===== src/shared/pimb_regs.vh =====
// register offsets, field positions and reset values of the interrupt mask bank
// assumes an 8-bit register access port with 8-bit addresses
`ifndef PIMB_REGS_VH
`define PIMB_REGS_VH

// ----------------------------------------------------------------------------
// offsets
// ----------------------------------------------------------------------------
`define PIMB_ADDR_TOP_MASK_ONE  8'h20
`define PIMB_ADDR_TOP_MASK_TWO  8'h21
`define PIMB_ADDR_CONV_MASK     8'h22
`define PIMB_ADDR_TOP_STATUS    8'h28
`define PIMB_ADDR_CONV_STATUS   8'h29
`define PIMB_ADDR_TOP_FLAGS     8'h2a
`define PIMB_ADDR_CONV_FLAGS    8'h2b

// ----------------------------------------------------------------------------
// top mask one fields
// ----------------------------------------------------------------------------
`define PIMB_TM1_SYNC_CLK       4
`define PIMB_TM1_THERMAL        2
`define PIMB_TM1_MEAS           0
`define PIMB_TM1_WMASK          8'hff
`define PIMB_TM1_RESET          8'h15

// ----------------------------------------------------------------------------
// top mask two fields
// ----------------------------------------------------------------------------
`define PIMB_TM2_REG_RESET      0
`define PIMB_TM2_RESET          8'h00

// ----------------------------------------------------------------------------
// converter mask fields
// ----------------------------------------------------------------------------
`define PIMB_CM_C1_PG_FALL      7
`define PIMB_CM_C1_PG_RISE      6
`define PIMB_CM_C1_ILIM         4
`define PIMB_CM_C0_PG_FALL      3
`define PIMB_CM_C0_PG_RISE      2
`define PIMB_CM_C0_ILIM         0
`define PIMB_CM_WMASK           8'hdd
`define PIMB_CM_RESET           8'hdd

// ----------------------------------------------------------------------------
// converter status fields (power good reads 1 when invalid)
// ----------------------------------------------------------------------------
`define PIMB_CS_C1_PG           6
`define PIMB_CS_C1_ILIM         4
`define PIMB_CS_C0_PG           2
`define PIMB_CS_C0_ILIM         0

`endif


===== src/design/pimb_sync.v =====
// two-flop synchroniser for a vector of asynchronous levels
// assumes the inputs are quasi-static levels from analog or pin logic
module pimb_sync #(
	parameter WIDTH = 8
) (
	ref_clk,
	sys_rst,
	asyncIn,
	syncOut
);
	input  wire             ref_clk;
	input  wire             sys_rst;
	input  wire [WIDTH-1:0] asyncIn;
	output wire [WIDTH-1:0] syncOut;

	reg [WIDTH-1:0] stageOne_ff;
	reg [WIDTH-1:0] stageTwo_ff;

	always @(posedge ref_clk)
	begin
		if (sys_rst)
		begin
			stageOne_ff <= {WIDTH{1'b0}};
			stageTwo_ff <= {WIDTH{1'b0}};
		end
		else
		begin
			stageOne_ff <= asyncIn;
			stageTwo_ff <= stageOne_ff;
		end
	end

	assign syncOut = stageTwo_ff;
endmodule


===== src/design/pimb_mask_mem.v =====
// three-word mask store with registered read data
// assumes one write and one read port, both on ref_clk
`include "pimb_regs.vh"
module pimb_mask_mem (
	ref_clk,
	sys_rst,
	otpRegResetMask,
	wrEn,
	wrIdx,
	wrData,
	rdIdx,
	rdData,
	maskOne,
	maskTwo,
	maskConv
);
	input  wire       ref_clk;
	input  wire       sys_rst;
	input  wire       otpRegResetMask;
	input  wire       wrEn;
	input  wire [1:0] wrIdx;
	input  wire [7:0] wrData;
	input  wire [1:0] rdIdx;
	output reg  [7:0] rdData;
	output wire [7:0] maskOne;
	output wire [7:0] maskTwo;
	output wire [7:0] maskConv;

	reg [7:0] word_ff [0:2];

	// ------------------------------------------------------------------------
	// storage
	// ------------------------------------------------------------------------
	always @(posedge ref_clk)
	begin
		if (sys_rst)
		begin
			word_ff[0] <= `PIMB_TM1_RESET;
			word_ff[1] <= `PIMB_TM2_RESET;
			word_ff[2] <= `PIMB_CM_RESET;
		end
		else
		begin
			// reload every cycle: a bus write to this bit cannot stick
			word_ff[1][`PIMB_TM2_REG_RESET] <= otpRegResetMask;
			if (wrEn && wrIdx == 2'd0)
				word_ff[0] <= wrData & `PIMB_TM1_WMASK;
			if (wrEn && wrIdx == 2'd1)
				word_ff[1][7:1] <= wrData[7:1];
			if (wrEn && wrIdx == 2'd2)
				word_ff[2] <= wrData & `PIMB_CM_WMASK;
		end
	end

	always @(posedge ref_clk)
	begin
		if (sys_rst)
			rdData <= 8'h00;
		else if (rdIdx == 2'd3)
			rdData <= 8'h00;
		else
			rdData <= word_ff[rdIdx];
	end

	assign maskOne  = word_ff[0];
	assign maskTwo  = word_ff[1];
	assign maskConv = word_ff[2];
endmodule


===== src/design/pimb_top.v =====
// interrupt mask bank: per-source gating of event flags onto one interrupt line
// assumes the serial port decoder hands over byte writes/reads on ref_clk,
// and raw conditions arrive asynchronously from analog comparators
//
// Contract
// - sync-clock mask bit4 zero lets interrupt
// - sync-clock status stays raw regardless mask
// - thermal mask bit2 zero lets interrupt
// - thermal status stays raw regardless mask
// - measurement mask bit0 zero lets interrupt
// - second top mask bit0 gates reg-reset
// - bit7 gates converter1 invalid-going power good
// - bit6 gates converter1 valid-going power good
// - bit4 gates converter1 current limit
// - bit3 gates converter0 invalid-going power good
// - bit2 gates converter0 valid-going power good
// - bit0 gates converter0 current limit
// - masks never alter converter raw status
// - power good raw: 0 valid, 1 invalid
`include "pimb_regs.vh"
module pimb_top (
	ref_clk,
	sys_rst,
	regWrEn,
	regRdEn,
	regAddr,
	regWrData,
	regRdData,
	regRdValid,
	syncClkDetect,
	thermalWarning,
	measReadyPulse,
	regResetPulse,
	otpRegResetMask,
	conv1PgInvalid,
	conv1CurrentLimit,
	conv0PgInvalid,
	conv0CurrentLimit,
	irqOut
);
	input  wire       ref_clk;
	input  wire       sys_rst;
	input  wire       regWrEn;
	input  wire       regRdEn;
	input  wire [7:0] regAddr;
	input  wire [7:0] regWrData;
	output reg  [7:0] regRdData;
	output reg        regRdValid;
	input  wire       syncClkDetect;
	input  wire       thermalWarning;
	input  wire       measReadyPulse;
	input  wire       regResetPulse;
	input  wire       otpRegResetMask;
	input  wire       conv1PgInvalid;
	input  wire       conv1CurrentLimit;
	input  wire       conv0PgInvalid;
	input  wire       conv0CurrentLimit;
	output reg        irqOut;

	// ------------------------------------------------------------------------
	// input synchronisation
	// ------------------------------------------------------------------------
	wire [6:0] rawSync;
	pimb_sync #(.WIDTH(7)) uSync (
		.ref_clk (ref_clk),
		.sys_rst (sys_rst),
		.asyncIn ({syncClkDetect, thermalWarning, conv1PgInvalid, conv1CurrentLimit,
			conv0PgInvalid, conv0CurrentLimit, otpRegResetMask}),
		.syncOut (rawSync)
	);
	wire syncClkRaw       = rawSync[6];
	wire thermal_warning_raw = rawSync[5];
	wire conv1_pg_raw     = rawSync[4];
	wire conv1_current_limit_raw = rawSync[3];
	wire conv0_pg_raw     = rawSync[2];
	wire conv0_current_limit_raw = rawSync[1];
	wire otpMaskSync      = rawSync[0];

	// ------------------------------------------------------------------------
	// address decode
	// ------------------------------------------------------------------------
	function [1:0] maskIdx;
		input [7:0] addr;
		begin
			case (addr)
				`PIMB_ADDR_TOP_MASK_ONE: maskIdx = 2'd0;
				`PIMB_ADDR_TOP_MASK_TWO: maskIdx = 2'd1;
				`PIMB_ADDR_CONV_MASK:    maskIdx = 2'd2;
				default:                 maskIdx = 2'd3;
			endcase
		end
	endfunction

	wire [7:0] maskOne;
	wire [7:0] maskTwo;
	wire [7:0] maskConv;
	wire [7:0] memRdData;
	wire [1:0] wrIdx = maskIdx(regAddr);

	pimb_mask_mem uMem (
		.ref_clk         (ref_clk),
		.sys_rst         (sys_rst),
		.otpRegResetMask (otpMaskSync),
		.wrEn            (regWrEn && wrIdx != 2'd3),
		.wrIdx           (wrIdx),
		.wrData          (regWrData),
		.rdIdx           (maskIdx(regAddr)),
		.rdData          (memRdData),
		.maskOne         (maskOne),
		.maskTwo         (maskTwo),
		.maskConv        (maskConv)
	);

	// ------------------------------------------------------------------------
	// edge detection of raw conditions
	// ------------------------------------------------------------------------
	// the two pulse inputs get their own synchronisers: only their edges count,
	// so a pulse shorter than one cycle may be lost
	reg [5:0] rawPrev_ff;
	reg       measPrev_ff;
	reg       regResetPrev_ff;
	reg [1:0] measSync_ff;
	reg [1:0] regResetSync_ff;

	always @(posedge ref_clk)
	begin
		if (sys_rst)
		begin
			rawPrev_ff      <= 6'h00;
			measSync_ff     <= 2'h0;
			regResetSync_ff <= 2'h0;
			measPrev_ff     <= 1'b0;
			regResetPrev_ff <= 1'b0;
		end
		else
		begin
			rawPrev_ff      <= rawSync[6:1];
			measSync_ff     <= {measSync_ff[0], measReadyPulse};
			regResetSync_ff <= {regResetSync_ff[0], regResetPulse};
			measPrev_ff     <= measSync_ff[1];
			regResetPrev_ff <= regResetSync_ff[1];
		end
	end

	wire syncClkEvt  = syncClkRaw & ~rawPrev_ff[5];
	wire thermalEvt  = thermal_warning_raw & ~rawPrev_ff[4];
	wire measEvt     = measSync_ff[1] & ~measPrev_ff;
	wire regResetEvt = regResetSync_ff[1] & ~regResetPrev_ff;
	// power good raw is 1 when invalid: rising raw is invalid-going
	wire c1PgFallEvt = conv1_pg_raw & ~rawPrev_ff[3];
	wire c1PgRiseEvt = ~conv1_pg_raw & rawPrev_ff[3];
	wire c1IlimEvt   = conv1_current_limit_raw & ~rawPrev_ff[2];
	wire c0PgFallEvt = conv0_pg_raw & ~rawPrev_ff[1];
	wire c0PgRiseEvt = ~conv0_pg_raw & rawPrev_ff[1];
	wire c0IlimEvt   = conv0_current_limit_raw & ~rawPrev_ff[0];

	// ------------------------------------------------------------------------
	// gated flag setting
	// ------------------------------------------------------------------------
	wire setSyncClk  = syncClkEvt & ~maskOne[`PIMB_TM1_SYNC_CLK];
	wire setThermal  = thermalEvt & ~maskOne[`PIMB_TM1_THERMAL];
	wire setMeas     = measEvt & ~maskOne[`PIMB_TM1_MEAS];
	wire setRegReset = regResetEvt & ~maskTwo[`PIMB_TM2_REG_RESET];
	wire setC1Pg     = (c1PgFallEvt & ~maskConv[`PIMB_CM_C1_PG_FALL])
		| (c1PgRiseEvt & ~maskConv[`PIMB_CM_C1_PG_RISE]);
	wire setC1Ilim   = c1IlimEvt & ~maskConv[`PIMB_CM_C1_ILIM];
	wire setC0Pg     = (c0PgFallEvt & ~maskConv[`PIMB_CM_C0_PG_FALL])
		| (c0PgRiseEvt & ~maskConv[`PIMB_CM_C0_PG_RISE]);
	wire setC0Ilim   = c0IlimEvt & ~maskConv[`PIMB_CM_C0_ILIM];

	// flags are write-one-to-clear; a set in the clearing cycle wins
	// irqOut is built from the next flag value, so it rises with the flag
	reg  [7:0] topFlags_ff;
	reg  [7:0] convFlags_ff;
	wire [7:0] topSet  = {3'h0, setSyncClk, 1'b0, setThermal, setRegReset, setMeas};
	wire [7:0] convSet = {1'b0, setC1Pg, 1'b0, setC1Ilim, 1'b0, setC0Pg, 1'b0, setC0Ilim};
	wire [7:0] topClr  = (regWrEn && regAddr == `PIMB_ADDR_TOP_FLAGS) ? regWrData : 8'h00;
	wire [7:0] convClr = (regWrEn && regAddr == `PIMB_ADDR_CONV_FLAGS) ? regWrData : 8'h00;

	always @(posedge ref_clk)
	begin
		if (sys_rst)
		begin
			topFlags_ff  <= 8'h00;
			convFlags_ff <= 8'h00;
			irqOut       <= 1'b0;
		end
		else
		begin
			topFlags_ff  <= (topFlags_ff & ~topClr) | topSet;
			convFlags_ff <= (convFlags_ff & ~convClr) | convSet;
			irqOut       <= |(((topFlags_ff & ~topClr) | topSet)
				| ((convFlags_ff & ~convClr) | convSet));
		end
	end

	// ------------------------------------------------------------------------
	// read path: status shows raw conditions, never masked
	// ------------------------------------------------------------------------
	wire [7:0] topStatus  = {3'h0, syncClkRaw, 1'b0, thermal_warning_raw, 2'h0};
	wire [7:0] convStatus = {1'b0, conv1_pg_raw, 1'b0, conv1_current_limit_raw,
		1'b0, conv0_pg_raw, 1'b0, conv0_current_limit_raw};
	reg  [7:0] rdAddr_ff;
	reg        rdPend_ff;
	reg  [7:0] nxt_rdData;

	always @(posedge ref_clk)
	begin
		if (sys_rst)
		begin
			rdAddr_ff <= 8'h00;
			rdPend_ff <= 1'b0;
		end
		else
		begin
			rdAddr_ff <= regAddr;
			rdPend_ff <= regRdEn;
		end
	end

	// mask words come out of the memory one cycle late, so the answer
	// is muxed one cycle after the request, registered a cycle later
	always @*
	begin
		case (rdAddr_ff)
			`PIMB_ADDR_TOP_STATUS:  nxt_rdData = topStatus;
			`PIMB_ADDR_CONV_STATUS: nxt_rdData = convStatus;
			`PIMB_ADDR_TOP_FLAGS:   nxt_rdData = topFlags_ff;
			`PIMB_ADDR_CONV_FLAGS:  nxt_rdData = convFlags_ff;
			default:                nxt_rdData = memRdData;
		endcase
	end

	always @(posedge ref_clk)
	begin
		if (sys_rst)
		begin
			regRdData  <= 8'h00;
			regRdValid <= 1'b0;
		end
		else
		begin
			regRdValid <= rdPend_ff;
			if (rdPend_ff)
				regRdData <= nxt_rdData;
		end
	end
endmodule


===== config.mk =====
export PLATFORM = sky130hd
export DESIGN_NAME = pimb_top
export DESIGN_NICKNAME = d
export VERILOG_FILES = /design/src/design/pimb_sync.v /design/src/design/pimb_mask_mem.v /design/src/design/pimb_top.v
export VERILOG_INCLUDE_DIRS = /design/src /design/src/shared
export SDC_FILE = /design/constraint.sdc
export NUM_CORES = 1
export LEC_CHECK = 0
export ABC_AREA = 1
export BUFFER_PORTS_ARGS = -buffer_cell sky130_fd_sc_hd__buf_2
export CORE_UTILIZATION = 58
export DETAILED_ROUTE_END_ITERATION = 7
export GPL_TIMING_DRIVEN = 0
export PLACE_DENSITY = 0.79
export SLEW_MARGIN = 20
export SYNTH_ARGS = -nofsm -noshare
export SYNTH_HDL_FRONTEND = slang
export SYNTH_HIERARCHICAL = 1
export SYNTH_SLANG_ARGS = --single-unit

===== constraint.sdc =====
create_clock -name ref_clk -period 1.9 [get_ports ref_clk]
set_clock_uncertainty 0.05 [all_clocks]
set_input_delay 0.19 -clock ref_clk [delete_from_list [all_inputs] [get_ports ref_clk]]
set_output_delay 0.19 -clock ref_clk [all_outputs]
set_load 0.05 [all_outputs]

# Yosys cells after proc, flatten, opt, wreduce, memory -nomap -nowiden
# Memory sizes are Yosys's and may differ from the RTL's. A register that Yosys moved wholly into a read port is not among the register bits.
# Cells that the tools add are included.
dict set report totals {
  output_inout_bits 10
  register_bits 61
  n_memories 1
  word_cells 110
  mem_bits_rw 24
}
dict set report classes {
  n_eq_ne 13
  mux 20
  bitwise 53
  n_reduce_logical 9
}
# memory words width read_ports rd_ports_with_merged_regs write_ports line
set mem_list {}
lappend mem_list {uMem.word_ff 3 8 4 1 3 pimb_mask_mem.v:29} ;# reg [7:0] word_ff [0:2];
# operator n
set ops {}
lappend ops {{$eq A8 B6 Y1 const B} 9}
lappend ops {{$mux W8} 4}
lappend ops {{$pmux W8 S4} 1}
lappend ops {{$and A1 B1 Y1} 20}
lappend ops {{$not A1 Y1} 20}
lappend ops {{$and A8 B8 Y8} 2}
lappend ops {{$not A8 Y8} 2}
lappend ops {{$mux W1} 13}
lappend ops {{$or A8 B5 Y8} 1}
lappend ops {{$or A8 B7 Y8} 1}
lappend ops {{$or A8 B8 Y8} 1}
lappend ops {{$reduce_or A8 Y1} 1}
lappend ops {{$mux W7} 1}
lappend ops {{$logic_and A1 B1 Y1} 6}
lappend ops {{$or A1 B1 Y1} 6}
lappend ops {{$pmux W2 S3} 1}
lappend ops {{$eq A2 B2 Y1 const B} 2}
lappend ops {{$eq A2 B1 Y1 const B} 1}
lappend ops {{$logic_not A2 Y1} 1}
lappend ops {{$ne A2 B2 Y1 const B} 1}
lappend ops {{$reduce_or A2 Y1} 1}

# Longest topological paths before layout
# Gate-level depths: netlist (run 1).
dict set report logic_depth {
  ltp_word 9
  mapped_depth 11
  mapped_depth_nobuf 11
}

# By module
# Netlist (run 1), hierarchy kept.
# module cells_each n_inst seq_area_each_um2 area_per_inst_um2
set modules_own_cells {}
lappend modules_own_cells {pimb_top 269 1 940.9 1956.9}
lappend modules_own_cells {pimb_mask_mem 133 1 820.8 1282.5}
lappend modules_own_cells {pimb_sync 43 1 280.3 396.6}

# Worst setup path before layout (run 1)
# No wires, ideal clock.
dict set report synth_timing {
  path_kind {in2reg}
  start {input regAddr[6]}
  end {memory uMem.word_ff[0][0] (enable)}
  arrival_time_ps 1365
  path_stages 6
  t_required_ps 1466
  setup_ps 384
  slack_ps 101
  path_cell_list {inv_1 > nand2_2 > nor2_4 > o2111a_1 > nand2_1 > o21ai_0}
}
# item line
set synth_lines {}
lappend synth_lines {{start, declared} pimb_top.v:45} ;# input wire [7:0] regAddr;
lappend synth_lines {{end, declared} pimb_mask_mem.v:29}

==> metrics, run 1 <==
final RePlAce weighted congestion 0.8839; share of final-layout standard cells stronger than drive strength 1 0.1660; transition time at the pin with the least slew margin 0.8165 ns; clock-pin slew on the worst setup and hold paths around 0.09 ns; Max Fclk roughly 570 MHz; Worst path max stage delay 0.65 ns; pwr dens 902.2 nW/µm²; Sw Ratio 0.2381; insertion delay to the later sink of the worst-skew pair around 0.35 ns; number of nets in the layout between 500 and 600; syn_nets 471; Sequential Area 2042 µm²; final worst slack 0.1460 ns; placed cell areas 3901 µm²; Detailed Route Iter0 Violations roughly 170; switching power summed over all nets 906.6 µW; first-pass GRT wire length roughly 13000 µm; number of clock sinks seen by CTS between 90 and 100; RR Endpoint regRdData[4]$_SDFFE_PP0P_; GRT met2 Usage 0.4807; Clock Root Buffer sky130_fd_sc_hd__clkbuf_8; Layout Area Growth over Synthesis 16.67%; met3 GRT Util 0.04607; class of the tightest hold or removal check input port to flip-flop; met1 Usage GRT 0.3333; mean instance size in the synthesized netlist between 8 and 9 µm²; Worst Setup End Kind flip-flop; most used cells in the layout excluding fill and tap cells 90 x sky130_fd_sc_hd__nand2_1, 85 x sky130_fd_sc_hd__nor2_1, 73 x sky130_fd_sc_hd__inv_1; CTS buffer count 9; placed insts ~560; internal power contribution around 2.9 mW; Via density 5.098; placed wire-length estimate after detailed placement approximately 5700 µm; buffers inserted by post-CTS timing repair 0; global-route layer with the greatest usage met2; maximum number of pins on one net before global-route repair 16; area used by multi-input combinational logic 1192 µm²; area of the placeable core 5956 µm²; hold violation total from the final report 0; tightest hold margin around 0.018 ns; pre-CTS WS -0.4090 ns; yosys synthesis warning count 6; post-layout total power 3.807 mW; source of the worst hold timing path regAddr[4]; part of the power in combinational logic 0.081; outcome finished clean; depth of the worst register-to-register path 8; Die ar. 6556 µm²; RSZ-0062 raised after global routing no; shortest period the worst path allows 1.754 ns; commonest non-fill, non-tap cell in the layout sky130_fd_sc_hd__nand2_1; CTS tree yes; number of placement rows 28; Overall Global Routing Usage 0.2747; maximum ir drop on the vdd rail between 0.5 and 0.6 mV; post-layout utilization of the core 0.7086; width of the chip approximately 80 µm; number of H-tree levels 3; Finish-stage setup viols 0; maximum fanout count along the critical path 9; number of violations of the max-capacitance limit 0; IO buf count 38; global route overflow 0; number of nets with antenna violations after detailed routing 0; Max clock buf depth 2; share of the clock period used by the worst path 0.9232; crit path kind input port to flip-flop; number of global-route vias before repair 2820; slowest cell on the critical path sky130_fd_sc_hd__o21ai_1; data required time of the worst path 1.83 ns; Hold Path Cell Cnt 3; number of inserted diodes 0; worst-case register-to-register setup slack 0.29 ns; final wirelength 7911 µm; cells traversed along the worst timing path buf_2, inv_1, nand2_2, nor2_4, nand3_1, inv_1, nand2_1, o21ai_1; Die H ~80 µm; final design instance area without fill 4220 µm²; data arrival time of the critical path about 1.7 ns; antenna violations before repair 0; number of search-and-repair iterations in the first detailed-routing pass 5; count of filler cells inserted in the layout about 500; initial cell density of the core 0.6074; cell occurring most often along the worst timing path sky130_fd_sc_hd__inv_1; cell area after synthesis 3617 µm²; clock network power share 0.364; Static Leakage roughly 2.0 nW; Final Non-Filler Cells ~580; startpoint class of the critical path input port; endpoint of the worst hold-timing path rdAddr_ff[4]$_SDFF_PP0_; DRC 0; Max Slew Vio Count 0; average wire per cell in the routed design 13.62 µm; relative max-transition margin 0.4520; TNS Setup 0 ns; via count 2962; start of the worst register-to-register path rdAddr_ff[4]$_SDFF_PP0_; register share of total power 0.554; Cells after Synth 442; number of top-level pins 39
[sequential cells by signal, summed over array words and instances (netlist names)]
name               count
regRdData              8
rdAddr_ff              8
irqOut                 1
uSync/syncOut          7
regResetPrev_ff        1
regResetSync_ff        2
uMem/rdData            8
regRdValid             1
topFlags_ff            8
convFlags_ff           8
rdPend_ff              1
uMem/word_ff          22
measPrev_ff            1
measSync_ff            2
rawPrev_ff             6
uSync/stageOne_ff      7
[worst max path at each step]
| stage | end | depth (start not counted) | start | slack, ns |
|---|---|---|---|---|
| 2_1_floorplan | uMem/word_ff[0][0]$_DFFE_PP_ | 6 | regAddr[6] | 0.10 |
| 3_3_place_gp | uMem/word_ff[0][0]$_DFFE_PP_ | 8 | regAddr[6] | -0.52 |
| 3_5_place_dp | uMem/word_ff[1][2]$_SDFFCE_PN0P_ | 8 | regAddr[6] | -0.41 |
| 4_1_cts | uMem/word_ff[0][3]$_DFFE_PP_ | 8 | regAddr[6] | 0.15 |
| 5_1_grt | uMem/word_ff[0][5]$_DFFE_PP_ | 8 | regAddr[6] | 0.07 |
| 6_report | uMem/word_ff[0][3]$_DFFE_PP_ | 8 | regAddr[6] | 0.15 |
[final cells by class]
class / count / share of cell area
Buffer: 12 / 0.02046
Clock buffer: 11 / 0.03854
Clock inverter: 5 / 0.01334
Inverter: 79 / 0.07026
Multi-Input combinational cell: 260 / 0.2825
Sequential cell: 91 / 0.4838
Tap cell: 75 / 0.02224
Timing Repair Buffer: 48 / 0.06878
[per-layer routing]
| metal | vias up | wire length [µm] |
|---|---|---|
| met5 | - | 0 |
| met4 | 0 | 199 |
| met3 | 17 | 398 |
| met2 | 103 | 3880 |
| met1 | 1358 | 3433 |
| li1 | 1484 | - |
[worst max-delay path, delay by kind of cell]
family                 cells  cell delay [ns]
AO/OA/AOI/OAI              1             0.65
buffers and inverters      3             0.30
AND/OR/NAND/NOR            4             0.55
[power by group through the flow]
stage	Clock [mW]	Sequential (mW)	Combinational, mW
after global routing	1.49	2.12	0.344
final	1.39	2.11	0.309
after global placement	0	2.15	0.280
after detailed placement	0	2.16	0.288
after floorplan	0	2.18	0.152
after CTS	1.41	2.11	0.305
[repair_timing]
item                                    4_1_cts  5_1_grt
resized for setup                             1        0
hold buffers                                 10        0
endpoints found under the hold margin        10        0
endpoints found under the setup margin        7        0
(Power assumes the default switching activity.)
==> inputs of run 2 (changes only) <==
CORE_ASPECT_RATIO = 0.5   (was default)
==> metrics, run 2 (synthesis gave the netlist of run 1 again) <==
outcome finished clean; Sequential Area 2042 µm²; post-layout utilization of the core 0.7410; number of placement rows 19; Overall Global Routing Usage 0.2655; Die ar. approximately 6600 µm²; first-pass GRT wire length 12710 µm; clock-pin slew on the worst setup and hold paths about 0.06 ns; class of the tightest hold or removal check input port to flip-flop; RSZ-0062 raised after global routing no; final worst slack 0.1958 ns; Max Fclk 586.8 MHz; Via density 5.003; antenna violations before repair 0; DRC 0; data required time of the worst path 1.82 ns; number of violations of the max-capacitance limit 0; placed wire-length estimate after detailed placement 5787 µm; IO buf count 38; crit path kind input port to flip-flop; count of filler cells inserted in the layout 428; maximum fanout count along the critical path 9; most flop-heavy register uMem/word_ff; share of the clock period used by the worst path 0.8969; final RePlAce weighted congestion 0.8986; max reg flops 22; data arrival time of the critical path 1.63 ns; initial cell density of the core 0.6314; start of the worst register-to-register path rdAddr_ff[4]$_SDFF_PP0_; Die H 57.84 µm; startpoint class of the critical path input port; CTS buffer count 9; number of global-route vias before repair 2567; launching element of the worst setup path regAddr[7]; transition time at the pin with the least slew margin 0.6151 ns; Worst Setup End Kind flip-flop; number of clock sinks seen by CTS 91; width of the chip 113.7 µm; placed insts about 560; Static Leakage about 2 nW; Max clock buf depth 2; commonest non-fill, non-tap cell in the layout sky130_fd_sc_hd__nand2_1; area of the placeable core 5729 µm²; global route overflow 0; most used cells in the layout excluding fill and tap cells 90 x sky130_fd_sc_hd__nand2_1, 85 x sky130_fd_sc_hd__nor2_1, 73 x sky130_fd_sc_hd__inv_1; number of nets with antenna violations after detailed routing 0; number of H-tree levels 3; area used by multi-input combinational logic between 1000 and 1500 µm²; number of nets in the layout 524; source of the worst hold timing path thermalWarning; Max Slew Vio Count 0; hold violation total from the final report 0; maximum ir drop on the vdd rail between 0.5 and 0.6 mV; shortest period the worst path allows 1.704 ns; average wire per cell in the routed design 13.63 µm; number of search-and-repair iterations in the first detailed-routing pass 6; via count 2922; Final Non-Filler Cells between 500 and 600; CTS tree yes; insertion delay to the later sink of the worst-skew pair between 0.3 and 0.4 ns; tightest hold margin 0.004423 ns; Layout Area Growth over Synthesis 17.36%; pre-CTS WS -0.3574 ns; Detailed Route Iter0 Violations 316; buffers inserted by post-CTS timing repair 0; maximum number of pins on one net before global-route repair 16; number of top-level pins 39; relative max-transition margin 0.5872; pwr dens roughly 960 nW/µm²; final wirelength 7958 µm; share of final-layout standard cells stronger than drive strength 1 0.1680; post-layout total power between 4 and 5 mW; Finish-stage setup viols 0; Clock Root Buffer sky130_fd_sc_hd__clkbuf_16; number of inserted diodes 0
run 2: cell type report:
| type | count | area share |
|---|---|---|
| timing repair buffer | 42 | 0.05423 |
| sequential | 91 | 0.4810 |
| clock buffer | 10 | 0.05894 |
| buffer | 12 | 0.02034 |
| tap | 84 | 0.02476 |
| inverter | 79 | 0.06985 |
| clock inverter | 6 | 0.009136 |
| multi-input combinational | 260 | 0.2818 |
run 2: what timing repair did:
action,in CTS,in global routing
gates resized for setup,1,1
hold endpoints to repair,4,0
hold buffers,4,0
setup endpoints to repair,7,8
run 2: worst paths after layout:
path / slack (ns) / depth (start not counted) / endpoint
worst max register to register: 0.39 / 8 / regRdData[4]$_SDFFE_PP0P_
worst min-delay path: 0.004 / 3 / uSync/stageOne_ff[5]$_SDFF_PP0_
worst min register to register: 0.35 / 2 / uSync/syncOut[2]$_SDFF_PP0_
worst max-delay path: 0.20 / 7 / uMem/word_ff[1][7]$_DFFE_PP_
run 2: stage by stage:
stage / area [µm²] / TNS [ns]
floorplan: 3617 / 0
global route: 4245 / 0
global placement: 3913 / -6.931
finish: 4245 / 0
detailed placement: 3913 / -4.425
CTS: 4242 / 0
run 2: where the power goes:
part	total [mW]	leakage, nW	internal (mW)	switching (mW)
clock	1.68	0.129	0.957	0.719
sequential	2.11	0.780	2.08	0.0372
combinational	0.302	1.05	0.0947	0.207
run 2: worst max-delay path, stage by stage:
cell and delay [ns]:
sky130_fd_sc_hd__buf_2 0.11, sky130_fd_sc_hd__inv_1 0.10, sky130_fd_sc_hd__nand2_2 0.07, sky130_fd_sc_hd__nor2_4 0.21, sky130_fd_sc_hd__o2111a_1 0.32, sky130_fd_sc_hd__nand2_1 0.11
sky130_fd_sc_hd__o21ai_1 0.51
run 2: metal layers:
layer | global-route usage | up-vias | part of all wire
li1 | - | 1472 | -
met1 | 0.3823 | 1308 | 0.49
met2 | 0.3763 | 132 | 0.40
met3 | 0.08891 | 10 | 0.10
met4 | 0.08835 | 0 | 0.0097
met5 | 0 | - | 0
